[config.mk]
export PLATFORM = sky130hd
export DESIGN_NAME = twr_slave_rx
export DESIGN_NICKNAME = d
export VERILOG_FILES = /design/src/core/twr_pkg.sv /design/src/core/twr_mon_if.sv /design/src/core/twr_bus_mon.sv /design/src/core/twr_slave_rx.sv
export SDC_FILE = /design/constraint.sdc
export NUM_CORES = 1
export LEC_CHECK = 0
export ABC_AREA = 1
export BUFFER_PORTS_ARGS = -buffer_cell sky130_fd_sc_hd__clkbuf_2
export CAP_MARGIN = 20
export CORE_ASPECT_RATIO = 0.6
export CORE_UTILIZATION = 55
export DETAILED_ROUTE_END_ITERATION = 7
export GPL_TIMING_DRIVEN = 0
export PLACE_DENSITY = 0.75
export SETUP_SLACK_MARGIN = 0.4
export SYNTH_ARGS = -nofsm -noshare
export SYNTH_HDL_FRONTEND = slang
export SYNTH_SLANG_ARGS = --single-unit
[constraint.sdc]
create_clock -name clk_i -period 1.9 [get_ports clk_i]
set_input_delay 0.19 -clock clk_i [delete_from_list [all_inputs] [get_ports clk_i]]
set_output_delay 0.19 -clock clk_i [all_outputs]
set_load 0.005 [all_outputs]
[src/core/twr_pkg.sv]
package twr_pkg;

  // ==========================================================================
  // register indices on the plain register port
  localparam logic [1:0] REG_OWN_ADDR = 2'h0;
  localparam logic [1:0] REG_CONTROL  = 2'h1;
  localparam logic [1:0] REG_STATUS   = 2'h2;
  localparam logic [1:0] REG_DATA     = 2'h3;

  // ==========================================================================
  // field positions
  localparam int CTL_DONE     = 7;
  localparam int CTL_ACK      = 6;
  localparam int CTL_STA      = 5;
  localparam int CTL_STO      = 4;
  localparam int CTL_WCOL     = 3;
  localparam int CTL_EN       = 2;
  localparam int CTL_IE       = 0;
  localparam int OWN_GCE_BIT  = 0;
  localparam int PRESC_LSB    = 0;
  localparam int PRESC_W      = 2;

  // ==========================================================================
  // reset values and masks
  localparam logic [7:0] OWN_RESET        = 8'hFE;
  localparam logic [7:0] STATUS_CODE_MASK = 8'hF8;

  // ==========================================================================
  // bus constants
  localparam logic [6:0] GENERAL_CALL_ADDR = 7'h00;
  localparam logic       DIR_WRITE         = 1'b0;
  localparam logic [3:0] BITS_PER_BYTE     = 4'h8;

  // ==========================================================================
  // status codes, low three bits always zero
  localparam logic [7:0] CODE_OWN_ADDR     = 8'h60;
  localparam logic [7:0] CODE_ARB_OWN_ADDR = 8'h68;
  localparam logic [7:0] CODE_GC_ADDR      = 8'h70;
  localparam logic [7:0] CODE_ARB_GC_ADDR  = 8'h78;
  localparam logic [7:0] CODE_DATA_ACK     = 8'h80;
  localparam logic [7:0] CODE_DATA_NACK    = 8'h88;
  localparam logic [7:0] CODE_GC_DATA_ACK  = 8'h90;
  localparam logic [7:0] CODE_GC_DATA_NACK = 8'h98;
  localparam logic [7:0] CODE_STOP_RESTART = 8'hA0;
  localparam logic [7:0] CODE_NONE         = 8'hF8;

  // ==========================================================================
  // receiver states
  typedef enum logic [2:0] {
    S_IDLE,
    S_ADDR,
    S_ADDR_ACK,
    S_WAIT,
    S_DATA,
    S_DATA_ACK,
    S_XMIT,
    S_IGNORE
  } twr_state_t;

endpackage

[src/core/twr_mon_if.sv]
`timescale 1ns/1ps
`default_nettype none

// ============================================================================
// synchronised line events from the monitor to the receiver
interface twr_mon_if;
  logic sda;
  logic scl_rise;
  logic scl_fall;
  logic start;
  logic stop;

  modport mon  (output sda, scl_rise, scl_fall, start, stop);
  modport core (input  sda, scl_rise, scl_fall, start, stop);
endinterface

`default_nettype wire

[src/core/twr_bus_mon.sv]
`timescale 1ns/1ps
`default_nettype none

module twr_bus_mon
(
  // clock, reset and enable
  input  wire logic  clk_i,
  input  wire logic  reset_n_i,
  input  wire logic  ce_i,
  // raw bus lines
  input  wire logic  scl_i,
  input  wire logic  sda_i,
  // events
  twr_mon_if.mon     mon
);

  // ==========================================================================
  // state
  typedef struct packed {
    logic scl_s1;
    logic scl_s2;
    logic scl_d;
    logic sda_s1;
    logic sda_s2;
    logic sda_d;
  } twr_mon_regs_t;

  // idle bus reads high, so reset to high avoids a false edge
  localparam twr_mon_regs_t MON_RESET = '1;

  twr_mon_regs_t m_reg;
  twr_mon_regs_t m_next;

  always_comb
  begin
    m_next        = m_reg;
    m_next.scl_s1 = scl_i;
    m_next.sda_s1 = sda_i;
    m_next.scl_s2 = m_reg.scl_s1;
    m_next.sda_s2 = m_reg.sda_s1;
    m_next.scl_d  = m_reg.scl_s2;
    m_next.sda_d  = m_reg.sda_s2;
  end

  always_ff @(posedge clk_i or negedge reset_n_i)
  begin
    if (!reset_n_i)
      m_reg <= MON_RESET;
    else if (ce_i)
      m_reg <= m_next;
  end

  // ==========================================================================
  // events, from second stage onward only
  assign mon.sda      = m_reg.sda_s2;
  assign mon.scl_rise = m_reg.scl_s2 & ~m_reg.scl_d;
  assign mon.scl_fall = ~m_reg.scl_s2 & m_reg.scl_d;
  assign mon.start    = m_reg.scl_s2 & m_reg.scl_d & m_reg.sda_d
                        & ~m_reg.sda_s2;
  assign mon.stop     = m_reg.scl_s2 & m_reg.scl_d & ~m_reg.sda_d
                        & m_reg.sda_s2;

endmodule

`default_nettype wire

[src/core/twr_slave_rx.sv]
`timescale 1ns/1ps
`default_nettype none

module twr_slave_rx
#(
  parameter int REG_AW = 2
)
(
  // clock, reset, enable
  input  wire logic              clk_i,
  input  wire logic              reset_n_i,
  input  wire logic              ce_i,
  // register port
  input  wire logic [REG_AW-1:0] addr_i,
  input  wire logic [7:0]        wr_data_i,
  input  wire logic              wr_i,
  input  wire logic              rd_i,
  output logic      [7:0]        rd_data_o,
  // two-wire bus lines
  input  wire logic              scl_i,
  output logic                   scl_o,
  output logic                   scl_oe_o,
  input  wire logic              sda_i,
  output logic                   sda_o,
  output logic                   sda_oe_o,
  // system side
  input  wire logic              sleep_i,
  input  wire logic              arb_lost_i,
  output logic                   wake_o,
  output logic                   start_go_o,
  output logic                   slave_tx_o
);

  if (REG_AW < 2)
  begin : g_bad_aw
    $error("REG_AW must be at least 2");
  end

  // ==========================================================================
  // state
  typedef struct packed {
    twr_pkg::twr_state_t st;
    logic [7:0]          own_addr;
    logic                ack_en;
    logic                sta_req;
    logic                sto_req;
    logic                wcol;
    logic                if_en;
    logic                irq_en;
    logic                flag;
    logic [1:0]          presc;
    logic [7:0]          code;
    logic [7:0]          data;
    logic [7:0]          shift;
    logic [3:0]          bitcnt;
    logic                gc;
    logic                ack_given;
    logic                drop;
    logic                arb;
    logic                busy;
    logic                sda_oe;
    logic                scl_oe;
    logic                wake;
    logic                start_go;
    logic                slave_tx;
    logic [7:0]          rd_data;
    logic                line_low;
  } twr_regs_t;

  localparam twr_regs_t REGS_RESET = '{
    st:       twr_pkg::S_IDLE,
    own_addr: twr_pkg::OWN_RESET,
    code:     twr_pkg::CODE_NONE,
    default:  '0
  };

  twr_regs_t s_reg;
  twr_regs_t s_next;

  twr_mon_if mon ();

  twr_bus_mon u_mon
  (
    .clk_i     (clk_i),
    .reset_n_i (reset_n_i),
    .ce_i      (ce_i),
    .scl_i     (scl_i),
    .sda_i     (sda_i),
    .mon       (mon.mon)
  );

  // ==========================================================================
  // decode helpers
  logic hi_ok;
  logic own_hit;
  logic gc_hit;
  logic may_ack;
  logic flag_clr;
  logic byte_end;

  assign hi_ok    = (addr_i >> 2) == '0;
  assign own_hit  = s_reg.shift[7:1] == s_reg.own_addr[7:1];
  // general call gated by bit zero
  assign gc_hit   = (s_reg.shift[7:1] == twr_pkg::GENERAL_CALL_ADDR)
                    && s_reg.own_addr[twr_pkg::OWN_GCE_BIT];
  assign may_ack  = s_reg.if_en && s_reg.ack_en;
  assign flag_clr = wr_i && hi_ok && (addr_i[1:0] == twr_pkg::REG_CONTROL)
                    && wr_data_i[twr_pkg::CTL_DONE];
  assign byte_end = mon.scl_fall && (s_reg.bitcnt == twr_pkg::BITS_PER_BYTE);

  // ==========================================================================
  // next state
  always_comb
  begin
    s_next = s_reg;

    // register writes; bus events below override, so a set wins a clear
    if (wr_i && hi_ok)
    begin
      if (addr_i[1:0] == twr_pkg::REG_OWN_ADDR)
        s_next.own_addr = wr_data_i;
      else if (addr_i[1:0] == twr_pkg::REG_CONTROL)
      begin
        s_next.ack_en  = wr_data_i[twr_pkg::CTL_ACK];
        s_next.sta_req = wr_data_i[twr_pkg::CTL_STA];
        s_next.sto_req = wr_data_i[twr_pkg::CTL_STO];
        s_next.if_en   = wr_data_i[twr_pkg::CTL_EN];
        s_next.irq_en  = wr_data_i[twr_pkg::CTL_IE];
        if (wr_data_i[twr_pkg::CTL_DONE])
          s_next.flag = 1'b0;
      end
      else if (addr_i[1:0] == twr_pkg::REG_STATUS)
        s_next.presc = wr_data_i[twr_pkg::PRESC_LSB +: twr_pkg::PRESC_W];
      else if (s_reg.flag)
      begin
        s_next.data = wr_data_i;
        s_next.wcol = 1'b0;
      end
      else
        s_next.wcol = 1'b1;
    end

    // register reads, answered one cycle later
    if (rd_i)
    begin
      if (!hi_ok)
        s_next.rd_data = 8'h00;
      else if (addr_i[1:0] == twr_pkg::REG_OWN_ADDR)
        s_next.rd_data = s_reg.own_addr;
      else if (addr_i[1:0] == twr_pkg::REG_CONTROL)
        s_next.rd_data = {s_reg.flag, s_reg.ack_en, s_reg.sta_req,
                          s_reg.sto_req, s_reg.wcol, s_reg.if_en, 1'b0,
                          s_reg.irq_en};
      else if (addr_i[1:0] == twr_pkg::REG_STATUS)
        s_next.rd_data = (s_reg.code & twr_pkg::STATUS_CODE_MASK)
                         | {6'h00, s_reg.presc};
      else
        s_next.rd_data = s_reg.data;
    end

    if (mon.start)
      s_next.busy = 1'b1;
    else if (mon.stop)
      s_next.busy = 1'b0;
    if (arb_lost_i)
      s_next.arb = 1'b1;

    s_next.start_go = (s_reg.st == twr_pkg::S_IDLE) && s_reg.sta_req
                      && !s_reg.busy && s_reg.if_en;

    case (s_reg.st)
      twr_pkg::S_IDLE:
      begin
        s_next.sda_oe   = 1'b0;
        s_next.scl_oe   = 1'b0;
        s_next.slave_tx = 1'b0;
        if (mon.start)
        begin
          s_next.st     = twr_pkg::S_ADDR;
          s_next.bitcnt = 4'h0;
        end
      end
      twr_pkg::S_ADDR:
      begin
        if (mon.stop)
          s_next.st = twr_pkg::S_IDLE;
        else if (mon.start)
          s_next.bitcnt = 4'h0;
        else if (mon.scl_rise)
        begin
          s_next.shift  = {s_reg.shift[6:0], mon.sda};
          s_next.bitcnt = s_reg.bitcnt + 4'h1;
        end
        else if (byte_end)
        begin
          if (may_ack && (own_hit || gc_hit))
          begin
            s_next.sda_oe = 1'b1;
            s_next.gc     = gc_hit && !own_hit;
            if (s_reg.shift[0] == twr_pkg::DIR_WRITE)
              s_next.st = twr_pkg::S_ADDR_ACK;
            else
            begin
              s_next.st       = twr_pkg::S_XMIT;
              s_next.slave_tx = 1'b1;
            end
          end
          else
            s_next.st = twr_pkg::S_IGNORE;
        end
      end
      twr_pkg::S_ADDR_ACK:
      begin
        if (mon.scl_fall)
        begin
          s_next.sda_oe = 1'b0;
          s_next.scl_oe = 1'b1;
          s_next.flag   = 1'b1;
          s_next.drop   = 1'b0;
          s_next.arb    = 1'b0;
          s_next.st     = twr_pkg::S_WAIT;
          if (s_reg.gc)
            s_next.code = s_reg.arb ? twr_pkg::CODE_ARB_GC_ADDR
                                    : twr_pkg::CODE_GC_ADDR;
          else
            s_next.code = s_reg.arb ? twr_pkg::CODE_ARB_OWN_ADDR
                                    : twr_pkg::CODE_OWN_ADDR;
          if (sleep_i)
            s_next.wake = 1'b1;
        end
      end
      twr_pkg::S_WAIT:
      begin
        if (!s_reg.flag)
        begin
          s_next.scl_oe = 1'b0;
          s_next.wake   = 1'b0;
          s_next.bitcnt = 4'h0;
          s_next.st     = s_reg.drop ? twr_pkg::S_IDLE : twr_pkg::S_DATA;
        end
      end
      twr_pkg::S_DATA:
      begin
        if (mon.stop || mon.start)
        begin
          s_next.flag   = 1'b1;
          s_next.code   = twr_pkg::CODE_STOP_RESTART;
          s_next.bitcnt = 4'h0;
          s_next.st     = mon.start ? twr_pkg::S_ADDR : twr_pkg::S_IDLE;
        end
        else if (mon.scl_rise)
        begin
          s_next.shift  = {s_reg.shift[6:0], mon.sda};
          s_next.bitcnt = s_reg.bitcnt + 4'h1;
        end
        else if (byte_end)
        begin
          s_next.ack_given = s_reg.ack_en;
          s_next.sda_oe    = s_reg.ack_en;
          s_next.st        = twr_pkg::S_DATA_ACK;
        end
      end
      twr_pkg::S_DATA_ACK:
      begin
        if (mon.scl_fall)
        begin
          // of the bus phases, only data phases load the data byte
          s_next.data   = s_reg.shift;
          s_next.sda_oe = 1'b0;
          s_next.scl_oe = 1'b1;
          s_next.flag   = 1'b1;
          s_next.drop   = !s_reg.ack_given;
          s_next.st     = twr_pkg::S_WAIT;
          if (s_reg.gc)
            s_next.code = s_reg.ack_given ? twr_pkg::CODE_GC_DATA_ACK
                                          : twr_pkg::CODE_GC_DATA_NACK;
          else
            s_next.code = s_reg.ack_given ? twr_pkg::CODE_DATA_ACK
                                          : twr_pkg::CODE_DATA_NACK;
        end
      end
      default:
      begin
        // transmit side is parked; the address ack bit is held to its end
        if (mon.scl_fall || mon.stop || mon.start)
          s_next.sda_oe = 1'b0;
        if (mon.stop)
          s_next.st = twr_pkg::S_IDLE;
        else if (mon.start)
        begin
          s_next.slave_tx = 1'b0;
          s_next.bitcnt   = 4'h0;
          s_next.st       = twr_pkg::S_ADDR;
        end
      end
    endcase

    // disabled interface lets go of both lines at once
    if (!s_reg.if_en)
    begin
      s_next.st       = twr_pkg::S_IDLE;
      s_next.sda_oe   = 1'b0;
      s_next.scl_oe   = 1'b0;
      s_next.slave_tx = 1'b0;
      s_next.wake     = 1'b0;
    end
  end

  always_ff @(posedge clk_i or negedge reset_n_i)
  begin
    if (!reset_n_i)
      s_reg <= REGS_RESET;
    else if (ce_i)
      s_reg <= s_next;
  end

  // ==========================================================================
  // outputs
  assign rd_data_o  = s_reg.rd_data;
  assign scl_o      = s_reg.line_low;
  assign scl_oe_o   = s_reg.scl_oe;
  assign sda_o      = s_reg.line_low;
  assign sda_oe_o   = s_reg.sda_oe;
  assign wake_o     = s_reg.wake;
  assign start_go_o = s_reg.start_go;
  assign slave_tx_o = s_reg.slave_tx;

  // ==========================================================================
  // checks
  a_stretch_hold:
  assert property (@(posedge clk_i) disable iff (!reset_n_i)
    (s_reg.st == twr_pkg::S_WAIT && s_reg.flag) |-> scl_oe_o)
  else $error("clock not held while flag set");

  a_wake_hold:
  assert property (@(posedge clk_i) disable iff (!reset_n_i)
    wake_o |-> (scl_oe_o && (s_reg.flag || $past(s_reg.flag))))
  else $error("wake without clock hold");

  a_own_code:
  assert property (@(posedge clk_i) disable iff (!reset_n_i)
    (ce_i && s_reg.if_en && s_reg.st == twr_pkg::S_ADDR_ACK
     && mon.scl_fall && !s_reg.gc && !s_reg.arb)
    |=> (s_reg.code == twr_pkg::CODE_OWN_ADDR) && s_reg.flag)
  else $error("own address code wrong");

  a_arb_gc_code:
  assert property (@(posedge clk_i) disable iff (!reset_n_i)
    (ce_i && s_reg.if_en && s_reg.st == twr_pkg::S_ADDR_ACK
     && mon.scl_fall && s_reg.gc && s_reg.arb)
    |=> s_reg.code == twr_pkg::CODE_ARB_GC_ADDR)
  else $error("general call after lost arbitration code wrong");

  a_data_ack:
  assert property (@(posedge clk_i) disable iff (!reset_n_i)
    (ce_i && s_reg.if_en && s_reg.st == twr_pkg::S_DATA_ACK
     && mon.scl_fall && s_reg.ack_given && !s_reg.gc)
    |=> (s_reg.code == twr_pkg::CODE_DATA_ACK)
        && (s_reg.data == $past(s_reg.shift)))
  else $error("acknowledged data not reported");

  a_nack_drop:
  assert property (@(posedge clk_i) disable iff (!reset_n_i)
    (ce_i && s_reg.st == twr_pkg::S_WAIT && s_reg.drop && !s_reg.flag)
    |=> s_reg.st == twr_pkg::S_IDLE)
  else $error("refused byte did not drop addressing");

  a_nack_drive:
  assert property (@(posedge clk_i) disable iff (!reset_n_i)
    (ce_i && s_reg.if_en && s_reg.st == twr_pkg::S_DATA
     && byte_end && !mon.start && !mon.stop && !s_reg.ack_en)
    |=> !sda_oe_o ##1 !sda_oe_o)
  else $error("acknowledge driven with enable low");

  a_addr_ignore:
  assert property (@(posedge clk_i) disable iff (!reset_n_i)
    (ce_i && s_reg.st == twr_pkg::S_ADDR && byte_end && !s_reg.ack_en
     && !mon.start && !mon.stop)
    |=> !sda_oe_o && (s_reg.st == twr_pkg::S_IGNORE
                      || s_reg.st == twr_pkg::S_IDLE))
  else $error("address acknowledged with enable low");

  a_stop_code:
  assert property (@(posedge clk_i) disable iff (!reset_n_i)
    (ce_i && s_reg.if_en && s_reg.st == twr_pkg::S_DATA && mon.stop)
    |=> s_reg.flag && (s_reg.code == twr_pkg::CODE_STOP_RESTART)
        && (s_reg.st == twr_pkg::S_IDLE))
  else $error("stop while addressed not reported");

  a_start_free:
  assert property (@(posedge clk_i) disable iff (!reset_n_i)
    start_go_o |-> $past(!s_reg.busy && s_reg.sta_req))
  else $error("start raised on a busy bus");

endmodule

`default_nettype wire

==> metrics.yaml <==
outcome:
  status: "finished, final reports clean"
critical_path:
  required_ns: 2.17
  critPathLaunchType: "register"
  r2r_start: "u_mon.m_reg[3]"
  ff2ff_path_depth: 7
  r2r-end: "s_reg[19]"
  r2r_slack_ns: 0.22
  arrival_ns: 1.94
  cpLargestDelayFamily: "flip-flops"
  crit_path_max_incr_delay_ns: 0.66
  slowest_stage: "dfstp_2"
  path_max_fanout: 6
  cp-end-kind: "register"
  crit_path_cell_trace: "nand4_1 > buf_6 > a21oi_4 > nor2_4 > o21ai_1 > nand2_1 > a21oi_1"
  path_buf_inv: 1
  worstSetupPathType: "register to register"
flow_run:
  drv_cap: 0
floorplan:
  fp.dieW_um: 110
  die_h_um: 66.7
  dieArea_mm2: 0.00733
  core_mm2: 0.00671
  io_pins: 34
  initial_utilization_pct: 57.3
  fp-row-count: 23
cells_and_area:
  fillers: 482
  final_nets: 608
  area_growth_pct: 33.6
  antennaDiodeCount: 0
  drive_above_1_share_pct: 36.0
  fin_cells: 676
  largest_reg_flops: 50
  finalInstanceArea_mm2: 0.00513
yosys:
  ys_types: 35
  synth-compound-area-share_pct: 15.9
  synth_top_family_by_area: "simple AND/OR/NAND/NOR gates"
  yosysTopAreaCell: "dfrtp_1"
  synthTopCellsByArea: "dfrtp_1 (33%), nand2_1 (16%), dfstp_2 (12%)"
  synth.mux.area_fraction_pct: 0.293
  synth_flop_cell: "dfrtp_1"
  yosysWarnings: 0
  synth-seq-cells: 69
  netlist_instances: 510
  synth_top_area_share_pct: 33.2
  synth-simple-area-share_pct: 26.2
  synth_edf_count: 0
  synth-async-reset-ratio_pct: 100
  synth_area_mm2: 0.00384
  syn_avg_cell_area_um2: 7.53
  synth-seq-area-share_pct: 45.6
  synth-adder-area-share_pct: 1.63
  synth_xor_area_share_pct: 0.912
clocking:
  h-tree-depth: 3
  cts_buffer_depth: 2
  cts_tree: "done"
  cts_buffers: 9
  clockRootBuffer: "clkbuf_16"
  clk_latency_ns: 0.34
  cts.sinks: 69
  clk_pin_slew_ns: 0.06
timing:
  grt_setup_unrepaired: "true"
  min_period_over_period_pct: 88.3
  fmax_ghz: 0.596
  slew_violations: 0
  fin_crit_ns: 1.68
  tightestPinTransition_ns: 0.588
  finClkSkew_ns: 0.00704
  finalHoldViolations: 0
  slew_headroom_pct: 60.8
  setup_viol: 0
routing:
  drt-total-wl_um: 12000
  drc: 0
  drt_iter0_markers: 448
  wl_per_cell_um: 17.8
  drt_pass1_iterations: 5
  num_vias: 3972
  viasPerCell: 5.88
  final_antenna_net_count: 0
power:
  leakage_uw: 0.00245
  ir_drop_v: 0.000763
  p_per_area_mw_per_mm2: 1240
global_routing:
  antenna_found_initial: 0
  grt-ovfl-total: 0
  grt_pass1_wl_um: 17800
  met3_usage_pct: 10.3
  grt_max_degree: 46
  met2_usage_pct: 45.5
  track_usage_pct: 33.7
  grtUsageMet1_pct: 52.0
  grt_pass1_vias: 3388
  grt-busiest-layer: "met1"
hold_path:
  hp-class: "primary input to register"
  whs_path_depth: 3
  hp-start: "sda_i"
  hold_end: "u_mon.m_next[1]"
placed_design:
  gp_congestion: 0.961
  dp_hpwl_um: 7830
  numPortBuffers: 30
  placed_cells: 629
  dpl_cell_area_mm2: 0.00416
## power by group
group          internal (uW)  total (uW)  switching (uW)
Sequential              1910        2260             347
Clock                   1090        1760             671
Combinational            906        2360            1460
Total                   3910        6380            2480
## area by class of cell
cell class              instances  area (um^2)  area share (%)
inverters                      65          259            5.05
well taps                      87          109            2.12
repair buffers                 61          462            9.00
multi-input cells             358         2100            40.9
flip-flops and latches         69         1750            34.2
clock inverters                 5         58.8            1.15
plain buffers                  20          136            2.66
clock buffers                  11          253            4.93
## worst register-to-register path, stage by stage, from the launching register on
cell and delay [ns]:
dfstp_2 0.66, nand4_1 0.15, buf_6 0.18, a21oi_4 0.18, nor2_4 0.08, o21ai_1 0.14, nand2_1 0.10, a21oi_1 0.13
## cell usage in the layout (no fill, tap or decap), types with 10 or more instances in the layout
cell	synthesis	routed
a21oi_1	19	15
buf_4	10	28
buf_6	0	13
clkbuf_2	0	29
dfrtp_1	51	48
dfstp_2	18	18
inv_1	55	49
nand2_1	163	129
nand2_2	0	28
nand3_1	18	11
nand3_2	8	11
nor2_1	38	24
nor2_4	2	14
o211ai_1	10	10
o21ai_0	46	32
o21ai_1	16	22
## synthesized netlist by cell type (3+ instances only)
| library cell | count |
|---|---|
| buf_2 | 4 |
| clkinv_1 | 3 |
| o21ai_1 | 16 |
| nand3_2 | 8 |
| inv_2 | 7 |
| inv_1 | 55 |
| nor2_1 | 38 |
| a41oi_1 | 6 |
| o21ai_0 | 46 |
| o211ai_1 | 10 |
| clkbuf_1 | 5 |
| nor2_2 | 3 |
| nor3_1 | 3 |
| dfrtp_1 | 51 |
| dfstp_2 | 18 |
| buf_4 | 10 |
| nand2_1 | 163 |
| ha_1 | 5 |
| a21oi_1 | 19 |
| nand3_1 | 18 |
## through the flow
stage          setup WS, ns  hold WS, ns  setup TNS, ns  power, uW  util (%)
5_1_grt               0.150       0.0312              0       6700      76.5
3_5_place_dp        -0.0756        0.157         -0.512       3970      62.0
3_3_place_gp        -0.0831        0.377         -0.204       3920      61.5
6_report              0.223       0.0245              0       6380      76.5
2_1_floorplan         0.394       -0.106              0       3420         -
4_1_cts               0.266       0.0269              0       5960      71.9
## cells by family (layout without fill, tap and decap cells)
group	count (synthesis)	in the layout
simple gates	238	239
compound gates	107	107
buf+inv	85	162
flops	69	69
fa+ha+maj	5	5
xor+xnor	4	4
other cells	1	2
mux	1	1
## worst max-delay path by stage
stage	end	slack, ns	start	cells after the start
floorplan	s_reg[31]	0.39	addr_i[0]	11
detailed placement	s_reg[48]	-0.08	addr_i[0]	10
global route	slave_tx_o	0.15	u_mon.m_reg[3]	11
CTS	s_reg[20]	0.27	u_mon.m_reg[3]	7
global placement	s_reg[48]	-0.08	addr_i[0]	10
finish	s_reg[19]	0.22	u_mon.m_reg[3]	7
## per-layer routing
metal / vias up / part of all wire [%]
met5: - / 0
met4: 0 / 1.4
met3: 22 / 13
met2: 277 / 42
met1: 1868 / 43
li1: 1805 / -
## repair_timing
action | CTS | global route
resized for setup | 68 | 65
endpoints found under the hold margin | 16 | 0
gates cloned | 2 | 1
hold buffers | 1 | 0
buffers inserted | 16 | 11
pin swaps | 20 | 25
setup endpoints to repair | 40 | 41
Note: power is estimated with default switching activity, not from simulation.
